==> src/verilog/fault_status_regs.vh <==
// Register offsets, field positions, reset values and converter limits for
// the fault and status flag bank. Definitions only; included by name.
//
// Contract
// - Bit 5 of the general status is high exactly while any per-LED wiring-break bit is high.
// - Bit 4 of the general status is high exactly while any per-LED unlit bit is high.
// - Bit 3 of the general status is high exactly while any per-LED bridged bit is high.
// - Read-only bit 2 shows the charge pump sitting below its good threshold.
// - Bit 1 latches an over-temperature shutdown until software writes 1 to it.
// - While the shutdown flag is set the switches follow the shutdown action, not normal commands.
// - Bit 0 latches an over-temperature warning until software writes 1 to it.
// - Bits 5, 4 and 3 of the resistor status flag resistors 2, 1 and 0 reading above the top code.
// - Bits 2, 1 and 0 of the resistor status flag resistors 2, 1 and 0 reading below the bottom code.
// - The active-low fault output is low while any unmasked general status bit is high.
// - The three address resistors are measured after power-up and a 4-bit code is kept for each.
`ifndef FAULT_STATUS_REGS_VH
`define FAULT_STATUS_REGS_VH

// Register offsets (byte address on the register port)
`define OFS_GENERAL_STATUS 8'h0a
`define OFS_RES_STATUS 8'h0b
`define OFS_RES_CODES 8'h0c
`define OFS_GENERAL_MASK 8'h10
`define OFS_IRQ_STATUS 8'h11
`define OFS_IRQ_MASK 8'h12
`define OFS_SHDN_ACTION 8'h13

// General status fields
`define GEN_BREAK_BIT 5
`define GEN_UNLIT_BIT 4
`define GEN_BRIDGED_BIT 3
`define GEN_PUMP_BIT 2
`define GEN_SHDN_BIT 1
`define GEN_WARN_BIT 0

// Resistor status fields
`define RES_DONE_BIT 6
`define RES_OVER_LSB 3
`define RES_UNDER_LSB 0

// Interrupt status fields
`define IRQ_WARN_BIT 0
`define IRQ_SHDN_BIT 1
`define IRQ_PUMP_BIT 2
`define IRQ_MEAS_BIT 3

// Reset values
`define RST_GENERAL_MASK 6'h00
`define RST_IRQ_MASK 4'h0
`define RST_SHDN_ACTION 6'h3f

// Raw converter window that maps onto the 4-bit code
`define RES_RAW_MIN 6'h08
`define RES_RAW_MAX 6'h17
`define RES_CHANNELS 2'h3

`endif

==> src/verilog/fault_status_flags.v <==
// General fault and status flag bank of the LED bypass matrix, with the
// address-resistor measurement status, fault pin and interrupt.
// Assumes per-LED status bits and switch commands come from logic on
// i_clock; comparator levels come from the analog side and are synced.
//
// The address-and-strobe port was left to the implementer.
`timescale 1ns/1ps
`include "fault_status_regs.vh"

module fault_status_flags (
    // Clock and reset
    input wire i_clock,
    input wire i_rstn,

    // Register port
    input wire [7:0] i_addr,
    input wire [15:0] i_wdata,
    input wire i_wr,
    input wire i_rd,
    output reg [15:0] o_rdata,

    // Per-LED status from the LED monitors
    input wire [5:0] i_per_led_unlit,
    input wire [5:0] i_per_led_bridged,
    input wire [5:0] i_per_led_break,

    // Analog comparator levels
    input wire i_pump_not_ok,
    input wire i_overheat_warn,
    input wire i_overheat_shdn,

    // Resistor converter
    output wire o_adc_start,
    output wire [1:0] o_adc_chan,
    input wire i_adc_done,
    input wire [5:0] i_adc_raw,

    // Bypass switches
    input wire [5:0] i_switch_cmd,
    output reg [5:0] o_switch_drive,

    // Fault pin and interrupt
    output reg o_fault_out_n,
    output reg o_irq
);

    // Sticky flag update where a set in the clear cycle wins
    function sticky;
        input cur;
        input set;
        input clr;
        begin
            sticky = set | (cur & ~clr);
        end
    endfunction

    // Synchronisers for the analog levels
    reg [2:0] sync1_reg;
    reg [2:0] sync2_reg;

    // Latched thermal flags
    reg overheat_warning_flag_reg;
    reg overheat_shutdown_flag_reg;

    // Software registers
    reg [5:0] general_mask_reg;
    reg [3:0] irq_mask_reg;
    reg [3:0] irq_status_reg;
    reg [5:0] overheat_switch_action_reg;

    // Edge history for interrupt events
    reg pump_prev_reg;
    reg warn_prev_reg;
    reg shdn_prev_reg;
    reg done_prev_reg;

    // Summary and decode wires
    wire unlit_led_summary;
    wire bridged_led_summary;
    wire break_summary;
    wire pump_not_ok;
    wire warn_level;
    wire shdn_level;
    wire [5:0] general_status;
    wire [12:0] resistor_measure_status;
    wire [12:0] resistor_codes;
    wire gen_write;
    wire irq_status_read;
    wire [3:0] irq_events;

    // Measurement results
    wire [11:0] res_codes;
    wire [2:0] res_too_high;
    wire [2:0] res_too_low;
    wire res_done;

    // Power-up resistor measurement
    addr_res_meas u_meas (
        .i_clock(i_clock),
        .i_rstn(i_rstn),
        .o_adc_start(o_adc_start),
        .o_adc_chan(o_adc_chan),
        .i_adc_done(i_adc_done),
        .i_adc_raw(i_adc_raw),
        .o_codes(res_codes),
        .o_too_high(res_too_high),
        .o_too_low(res_too_low),
        .o_done(res_done)
    );

    // Two flops on each comparator; only the second stage is read
    always @(posedge i_clock or negedge i_rstn) begin
        if (!i_rstn) begin
            sync1_reg <= 3'h0;
            sync2_reg <= 3'h0;
        end else begin
            sync1_reg <= {i_overheat_shdn, i_overheat_warn, i_pump_not_ok};
            sync2_reg <= sync1_reg;
        end
    end

    assign pump_not_ok = sync2_reg[0];
    assign warn_level = sync2_reg[1];
    assign shdn_level = sync2_reg[2];

    // Summaries follow the per-LED bits with no latching
    assign break_summary = |i_per_led_break;
    assign unlit_led_summary = |i_per_led_unlit;
    assign bridged_led_summary = |i_per_led_bridged;

    // General status image
    assign general_status[`GEN_BREAK_BIT] = break_summary;
    assign general_status[`GEN_UNLIT_BIT] = unlit_led_summary;
    assign general_status[`GEN_BRIDGED_BIT] = bridged_led_summary;
    assign general_status[`GEN_PUMP_BIT] = pump_not_ok;
    assign general_status[`GEN_SHDN_BIT] = overheat_shutdown_flag_reg;
    assign general_status[`GEN_WARN_BIT] = overheat_warning_flag_reg;

    // Resistor status: done, three over flags, three under flags
    assign resistor_measure_status = {
        6'h00,
        res_done,
        res_too_high,
        res_too_low
    };

    // Codes show each channel as soon as it is measured, not held at zero until done
    assign resistor_codes = {1'b0, res_codes};

    // Register port decode
    assign gen_write = i_wr && (i_addr == `OFS_GENERAL_STATUS);
    assign irq_status_read = i_rd && (i_addr == `OFS_IRQ_STATUS);

    // Thermal flags latch while the comparator is high; a write of 1
    // clears them, but a still-hot part sets them again at once
    always @(posedge i_clock or negedge i_rstn) begin
        if (!i_rstn) begin
            overheat_warning_flag_reg <= 1'b0;
            overheat_shutdown_flag_reg <= 1'b0;
        end else begin
            overheat_warning_flag_reg <= sticky(
                overheat_warning_flag_reg, warn_level,
                gen_write & i_wdata[`GEN_WARN_BIT]);
            overheat_shutdown_flag_reg <= sticky(
                overheat_shutdown_flag_reg, shdn_level,
                gen_write & i_wdata[`GEN_SHDN_BIT]);
        end
    end

    // Software-written configuration
    always @(posedge i_clock or negedge i_rstn) begin
        if (!i_rstn) begin
            general_mask_reg <= `RST_GENERAL_MASK;
            irq_mask_reg <= `RST_IRQ_MASK;
            overheat_switch_action_reg <= `RST_SHDN_ACTION;
        end else if (i_wr) begin
            if (i_addr == `OFS_GENERAL_MASK) begin
                general_mask_reg <= i_wdata[5:0];
            end else if (i_addr == `OFS_IRQ_MASK) begin
                irq_mask_reg <= i_wdata[3:0];
            end else if (i_addr == `OFS_SHDN_ACTION) begin
                overheat_switch_action_reg <= i_wdata[5:0];
            end
        end
    end

    // Rising edges of the watched conditions become interrupt events
    always @(posedge i_clock or negedge i_rstn) begin
        if (!i_rstn) begin
            pump_prev_reg <= 1'b0;
            warn_prev_reg <= 1'b0;
            shdn_prev_reg <= 1'b0;
            done_prev_reg <= 1'b0;
        end else begin
            pump_prev_reg <= pump_not_ok;
            warn_prev_reg <= overheat_warning_flag_reg;
            shdn_prev_reg <= overheat_shutdown_flag_reg;
            done_prev_reg <= res_done;
        end
    end

    assign irq_events[`IRQ_WARN_BIT] =
        overheat_warning_flag_reg & ~warn_prev_reg;
    assign irq_events[`IRQ_SHDN_BIT] =
        overheat_shutdown_flag_reg & ~shdn_prev_reg;
    assign irq_events[`IRQ_PUMP_BIT] = pump_not_ok & ~pump_prev_reg;
    assign irq_events[`IRQ_MEAS_BIT] = res_done & ~done_prev_reg;

    // Interrupt status is cleared by reading it; an event in the read
    // cycle stays set so that it is seen on the next read
    always @(posedge i_clock or negedge i_rstn) begin
        if (!i_rstn) begin
            irq_status_reg <= 4'h0;
        end else begin
            irq_status_reg <= irq_events |
                (irq_status_reg & {4{~irq_status_read}});
        end
    end

    // Read data stand in the cycle after the strobe only
    always @(posedge i_clock or negedge i_rstn) begin
        if (!i_rstn) begin
            o_rdata <= 16'h0000;
        end else if (!i_rd) begin
            o_rdata <= 16'h0000;
        end else if (i_addr == `OFS_GENERAL_STATUS) begin
            o_rdata <= {10'h000, general_status};
        end else if (i_addr == `OFS_RES_STATUS) begin
            o_rdata <= {3'h0, resistor_measure_status};
        end else if (i_addr == `OFS_RES_CODES) begin
            o_rdata <= {3'h0, resistor_codes};
        end else if (i_addr == `OFS_GENERAL_MASK) begin
            o_rdata <= {10'h000, general_mask_reg};
        end else if (i_addr == `OFS_IRQ_STATUS) begin
            o_rdata <= {12'h000, irq_status_reg};
        end else if (i_addr == `OFS_IRQ_MASK) begin
            o_rdata <= {12'h000, irq_mask_reg};
        end else if (i_addr == `OFS_SHDN_ACTION) begin
            o_rdata <= {10'h000, overheat_switch_action_reg};
        end else begin
            o_rdata <= 16'h0000;
        end
    end

    // Switch drive: shutdown overrides the normal command so the LEDs
    // are put in a known state even if the host keeps writing
    always @(posedge i_clock or negedge i_rstn) begin
        if (!i_rstn) begin
            o_switch_drive <= 6'h00;
        end else if (overheat_shutdown_flag_reg) begin
            o_switch_drive <= overheat_switch_action_reg;
        end else begin
            o_switch_drive <= i_switch_cmd;
        end
    end

    // Fault pin and interrupt, registered to keep glitches off the pins
    always @(posedge i_clock or negedge i_rstn) begin
        if (!i_rstn) begin
            o_fault_out_n <= 1'b1;
            o_irq <= 1'b0;
        end else begin
            o_fault_out_n <=
                ~|(general_status & ~general_mask_reg);
            o_irq <= |(irq_status_reg & irq_mask_reg);
        end
    end

endmodule

==> src/verilog/addr_res_meas.v <==
// Power-up measurement sequencer for the three address resistors.
// Assumes an on-chip converter on the same clock that answers each
// start pulse with one done pulse and a 6-bit raw reading.
`timescale 1ns/1ps
`include "fault_status_regs.vh"

module addr_res_meas (
    // Clock and reset
    input wire i_clock,
    input wire i_rstn,
    // Converter handshake
    output wire o_adc_start,
    output reg [1:0] o_adc_chan,
    input wire i_adc_done,
    input wire [5:0] i_adc_raw,
    // Results
    output reg [11:0] o_codes,
    output reg [2:0] o_too_high,
    output reg [2:0] o_too_low,
    output reg o_done
);

    localparam [2:0] ST_START = 3'h1;
    localparam [2:0] ST_WAIT = 3'h2;
    localparam [2:0] ST_DONE = 3'h4;

    reg [2:0] state_reg;
    wire [5:0] offset;
    reg [3:0] code;

    // Clamp the raw reading into the code range
    assign offset = i_adc_raw - `RES_RAW_MIN;
    always @* begin
        if (i_adc_raw < `RES_RAW_MIN) begin
            code = 4'h0;
        end else if (i_adc_raw > `RES_RAW_MAX) begin
            code = 4'hf;
        end else begin
            code = offset[3:0];
        end
    end

    assign o_adc_start = (state_reg == ST_START);

    // One pass over the channels, then park until the next reset
    always @(posedge i_clock or negedge i_rstn) begin
        if (!i_rstn) begin
            state_reg <= ST_START;
            o_adc_chan <= 2'h0;
            o_codes <= 12'h000;
            o_too_high <= 3'h0;
            o_too_low <= 3'h0;
            o_done <= 1'b0;
        end else begin
            case (state_reg)
                ST_START: begin
                    state_reg <= ST_WAIT;
                end
                ST_WAIT: begin
                    if (i_adc_done) begin
                        o_codes[o_adc_chan*4 +: 4] <= code;
                        o_too_high[o_adc_chan] <=
                            (i_adc_raw > `RES_RAW_MAX);
                        o_too_low[o_adc_chan] <=
                            (i_adc_raw < `RES_RAW_MIN);
                        if (o_adc_chan == `RES_CHANNELS - 2'h1) begin
                            state_reg <= ST_DONE;
                            o_done <= 1'b1;
                        end else begin
                            o_adc_chan <= o_adc_chan + 2'h1;
                            state_reg <= ST_START;
                        end
                    end
                end
                ST_DONE: begin
                    state_reg <= ST_DONE;
                end
                default: begin
                    state_reg <= ST_START;
                end
            endcase
        end
    end

endmodule

==> config.mk <==
export PLATFORM = sky130hd
export DESIGN_NAME = fault_status_flags
export DESIGN_NICKNAME = d
export VERILOG_FILES = /design/src/verilog/fault_status_flags.v /design/src/verilog/addr_res_meas.v
export VERILOG_INCLUDE_DIRS = /design/src /design/src/verilog
export SDC_FILE = /design/constraint.sdc
export NUM_CORES = 1
export LEC_CHECK = 0
export BUFFER_PORTS_ARGS = -buffer_cell sky130_fd_sc_hd__buf_2
export CORE_MARGIN = 2
export CORE_UTILIZATION = 45
export CTS_BUF_LIST = sky130_fd_sc_hd__clkbuf_2 sky130_fd_sc_hd__clkbuf_4 sky130_fd_sc_hd__clkbuf_8
export DETAILED_ROUTE_END_ITERATION = 10
export PLACE_DENSITY = 0.8
export SLEW_MARGIN = 20
export SYNTH_ARGS = -nofsm -noshare
export SYNTH_HDL_FRONTEND = slang
export SYNTH_SLANG_ARGS = --single-unit
==> constraint.sdc <==
create_clock -name i_clock -period 1.78 [get_ports i_clock]
set_input_delay 0.356 -clock i_clock [delete_from_list [all_inputs] [get_ports i_clock]]
set_output_delay 0.356 -clock i_clock [all_outputs]
set_load 0.05 [all_outputs]
=== Word level (Yosys, flattened, before mapping) ===
Index checks and enable logic that the tools add are counted.

* Register bits: 80
* Input port bits: 62
* Output and inout port bits: 27
* Logic and storage cells: 102

* Add/sub/neg operators: 3
* $lt $le $gt $ge: 4
* Eq/ne operators: 12
* Shift-type cells: 2
* Muxes and demuxes: 19
* Bitwise operators: 25
* Reduce and logical (&&, ||, !) cells: 15

{| class="wikitable"
|+ Operators with widths
! cell !! number
|-
| 16-bit 2-to-1 mux || 3
|-
| 4-bit negation with 34-bit output || 1
|-
| 4-bit by 34-bit variable shift with 12-bit output (first input constant) || 1
|-
| 4-bit by 34-bit indexed part select with 12-bit output || 1
|-
| 8-bit by 5-bit equality test with 1-bit output (second input constant) || 4
|-
| 6-bit 2-to-1 mux || 5
|-
| 8-bit by 4-bit equality test with 1-bit output (second input constant) || 3
|-
| 6-bit OR reduction || 4
|-
| 12-bit bitwise mux || 1
|-
| 12-bit 2-to-1 mux || 1
|-
| 1-bit inverter || 10
|-
| 3-bit one-hot mux with 3 select lines || 1
|-
| 3-bit AND reduction || 3
|-
| 1-bit AND || 8
|-
| 4-bit AND || 2
|-
| 4-bit 2-to-1 mux || 2
|-
| 6-bit AND || 1
|-
| 3-bit bitwise mux || 2
|-
| 6-bit by 5-bit > comparator with 1-bit output (second input constant) || 1
|-
| 6-bit by 4-bit < comparator with 1-bit output (second input constant) || 1
|-
| 3-bit 2-to-1 mux || 2
|-
| 6-bit inverter || 1
|-
| 4-bit OR || 1
|-
| 2-bit AND reduction || 2
|-
| 16 further kinds || 19
|}

=== Depth between registers and ports, before layout ===
* Depth in word-level cells: 9
* Mapped depth: 6
* Depth with buffers taken out: 6

=== Modules after synthesis ===
From an unflattened synthesis, not the netlist that was laid out.

* Cell total of the unflattened synthesis: 279
* Area total of the unflattened synthesis: 3,565.9 sq um

{| class="wikitable"
|+ By module, submodules not included
! module !! instances !! cells an instance !! area an instance (sq um) !! seq. area each (sq um)
|-
| fault_status_flags || 1 || 185 || 2,399.8 || 1,310.0
|-
| addr_res_meas || 1 || 94 || 1,166.1 || 601.8
|}

=== Least setup slack after synthesis ===
No wires, ideal clock.

* Path type: reg-to-output
* Start: register u_meas.state_reg[0]
* End: output port o_adc_start
* Arrival time: 1.797 ns
* Required time: 1.424 ns
* Slack: -0.373 ns
* Cell stages (with the launch flop): 2
* Path buffers: 0
* Cell sequence: dfstp_2 > nor3b_1

* Cells in the longest elaborated chain, start to end: 1

{| class="wikitable"
|+ Ends and longest elaborated chain
! what !! RTL line !! text
|-
| from (decl) || addr_res_meas.v:27 || <nowiki>reg [2:0] state_reg;</nowiki>
|-
| from (signal assigned) || addr_res_meas.v:48 || <nowiki>state_reg <= ST_START;</nowiki>
|-
| from (signal assigned) || addr_res_meas.v:57 || <nowiki>state_reg <= ST_WAIT;</nowiki>
|-
| from (signal assigned) || addr_res_meas.v:67 || <nowiki>state_reg <= ST_DONE;</nowiki>
|-
| 3-bit by 1-bit equality test with 1-bit output || addr_res_meas.v:43 || <nowiki>assign o_adc_start = (state_reg == ST_START);</nowiki>
|-
| to (decl) || fault_status_flags.v:33 || <nowiki>output wire o_adc_start,</nowiki>
|}

No other way between the ends.

=== Worst setup path in the final report ===
Ends and elaborated chain as after synthesis.

==> impl_results.md <==
* Status: completed
* Seq/Total Area, Yosys at approximately 55%
* Critical path type: register to output pin
* Met2 WL at 3.54 mm
* Power Total at 4.52 mW
* Period utilization at a little over nine tenths
* Layout cell share with drive strength beyond 1 at 37.1%
* Clk_lat worst skew at 350 ps
* Clk slew on worst S/H paths at ~80 ps
* Yosys top cell area share at between 40% and 50%
* Hold Path Class: primary input to async pin
* Hold_buf cts at 0
* Yosys warning count at 0
* Initial antenna violation count at 0
* Diodes inserted at 0
* P per Cell Area at roughly 1100 mW/mm^2
* Row count at 32
* WHS at 20.4 ps
* LEAKAGE at slightly above 2 nW
* Area growth from synthesis to layout at 22.7%
* RSZ-0062 raised after global routing: yes
* Dpl hpwl at about 5.4 mm
* Residual DRC at 0
* Die Ht at around 90 microns
* Distinct cells, synth at 53
* Setup Skew at 11.6 ps
* Synth area leaders: dfrtp_1 49%, mux2_2 8.4%, dfstp_2 6.1%
* I/O Pins at 89
* Num CTS Buffers at 9
* Largest net degree at the start of global routing at 77
* Mapped cell area at 0.00347 sq mm
* Req. time, crit path at ~1400 ps
* FF-to-FF End: u_meas.o_codes[0]
* Crit path time final at roughly 1700 ps
* Drt via density at about 5.3
* RePlAce Congestion at 0.854
* Fin. Hold Viols at 0
* Post-layout util at between 50 and 60%
* FMAX at 581 MHz
* Clock buffer depth at 2
* CTS tree: yes
* TritonCTS sink count at 76
* Post-Synthesis Cells at 311
* Worst reg2reg path depth at 4
* Metal3 WL at 434 microns
* Cell type with the largest total area after synthesis: dfrtp_1
* Slew @ Worst Pin at roughly 480 ps
* CP endpoint kind: output pin
* Worst vdd ir at 0.573 mV
* Slew Limit Headroom at between 60% and 70%
* Number of global-route vias before repair at between 2,000 and 2,500
* Die width at between 90 and 100 microns
* Initial Util at ~46%
* First-pass DRT Iterations at 4
* Slew Viols, Final at 0
* Synthesized flop and latch total at 76
* Initial DRC Count at 200
* DIE AREA at between 0.008 and 0.009 sq mm
* Biggest regs: o_rdata (12), u_meas.o_codes (12)
* Highest metal used: met4
* DP Area at between 0.004 and 0.005 sq mm
* Grt ovf at 0
* Root Buffer: clkbuf_8
* Arr. time, crit path at around 1400 ps
* Post-layout net count at 470
* First-pass GRT wire length at 11.9 mm
* RR Startpoint: u_meas.o_adc_chan[0]
* Wire per inst at 14.4 microns
* Core ar. at ~0.0076 sq mm
* M1 wire length at 3.24 mm
* Max-cap violations at 0
* Syn_area_per_cell at around 11 sq um
* H-Tree Depth at 3
* Crit start category: register
* Total vias in the final route at between 2,000 and 3,000
* Port Buffers at 74
* Final setup fails at 0
* Reg2Reg Setup Slack at roughly 100 ps
* Worst-path fanout max at 6
* Fin area at between 0.004 and 0.005 sq mm
* Post-DRT Antenna Nets at 0
* Total track usage at 18.1%
* DRT Wirelength at 7.33 mm
## synth_stat cells (all sizes together)
| master | n |
|---|---|
| xnor2 | 1 |
| a211o | 1 |
| a2111oi | 1 |
| a2bb2oi | 2 |
| nand4 | 1 |
| nor4 | 2 |
| dfrtp | 68 |
| o21bai | 1 |
| a211oi | 2 |
| nand2b | 4 |
| o22ai | 6 |
| and3 | 1 |
| maj3 | 3 |
| o2111a | 2 |
| o21ai | 12 |
| mux2 | 26 |
| nand3 | 13 |
| mux2i | 2 |
| a32oi | 1 |
| a221oi | 1 |
| nor4b | 2 |
| o22a | 2 |
| dfstp | 8 |
| o31ai | 12 |
| and2 | 7 |
| nor3b | 2 |
| nand2 | 41 |
| or3 | 3 |
| o211ai | 1 |
| o32ai | 2 |
| conb | 1 |
| a22oi | 3 |
| nand4b | 2 |
| inv | 12 |
| clkbuf | 1 |
| buf | 9 |
| a31oi | 2 |
| nor2 | 21 |
| nor2b | 3 |
| nor3 | 4 |
| a21oi | 15 |
| a21o | 2 |
| ha | 6 |
## cell usage in the layout, fill, tap and decap left out, drive strengths merged, types with 3 or more instances in the layout
cell type	count
buf	87
dfrtp	68
nand2	41
mux2	26
nor2	21
a21oi	15
nand3	13
inv	12
o31ai	12
o21ai	12
clkbuf	11
dfstp	8
and2	7
o22ai	6
ha	6
conb	4
nand2b	4
nor3	4
a22oi	3
maj3	3
or3	3
nor2b	3
## final cells by class
class / instances / area, sq um
Fill cell: 637 / 3350
Sequential cell: 76 / 1910
Multi-Input combinational cell: 216 / 1470
Timing Repair Buffer: 87 / 499
Clock buffer: 11 / 145
Tap cell: 102 / 128
Clock inverter: 5 / 62.6
Inverter: 12 / 45.0
## layer usage
metal / up-vias / track usage (%)
met3: 8 / 4.11
met4: 0 / 8.08
li1: 1294 / -
met5: - / 0
met2: 92 / 28.7
met1: 1292 / 24.0
## through the flow
step / std cells / TNS [ps] / worst slack, ps
6_report: 509 / 0 / 57.9
5_1_grt: 509 / -1.61 / -1.61
4_1_cts: 508 / 0 / 24.4
3_5_place_dp: 492 / -47.7 / -47.7
3_3_place_gp: 492 / 0 / 74.9
2_1_floorplan: 314 / 0 / 44.0
## cells by family (layout without fill, tap and decap cells)
logic type,after synthesis,count (layout),synth area share [%]
XOR/XNOR,1,1,0.252
AND/OR/NAND/NOR,106,106,16.1
other,1,4,0.108
multiplexers,28,28,9.01
AO/OA/AOI/OAI,68,68,13.1
buffers and inverters,22,115,3.35
flip-flops,76,76,55.0
adder cells (fa/ha/maj),9,9,3.03
## worst max-delay path, cell delays in order, from the launching register on
cell     delay, ps
dfstp_2        600
nor3b_4        230
buf_6          190
## repair_timing
item,in CTS,in global routing
resized for setup,1,2
pin swaps,0,1
setup buffers,0,1
endpoints found under the hold margin,0,0
endpoints found under the setup margin,1,1
## worst max-delay path by stage
stage | startpoint | to | slack (ps) | depth (start not counted)
2_1_floorplan | u_meas.o_adc_chan[0] | u_meas.o_codes[0] | 40 | 4
4_1_cts | u_meas.state_reg[0] | o_adc_start | 20 | 2
3_3_place_gp | i_addr[5] | general_mask_reg[2] | 70 | 5
6_report | u_meas.state_reg[0] | o_adc_start | 60 | 2
3_5_place_dp | i_addr[5] | o_rdata[3] | -50 | 6
5_1_grt | u_meas.state_reg[0] | o_adc_start | -2 | 2
## power by group
group,internal (mW),switching (mW),total [mW]
combinational,0.395,0.645,1.04
sequential,1.97,0.175,2.14
clock,0.706,0.636,1.34
total,3.07,1.46,4.52
(Power assumes the default switching activity.)
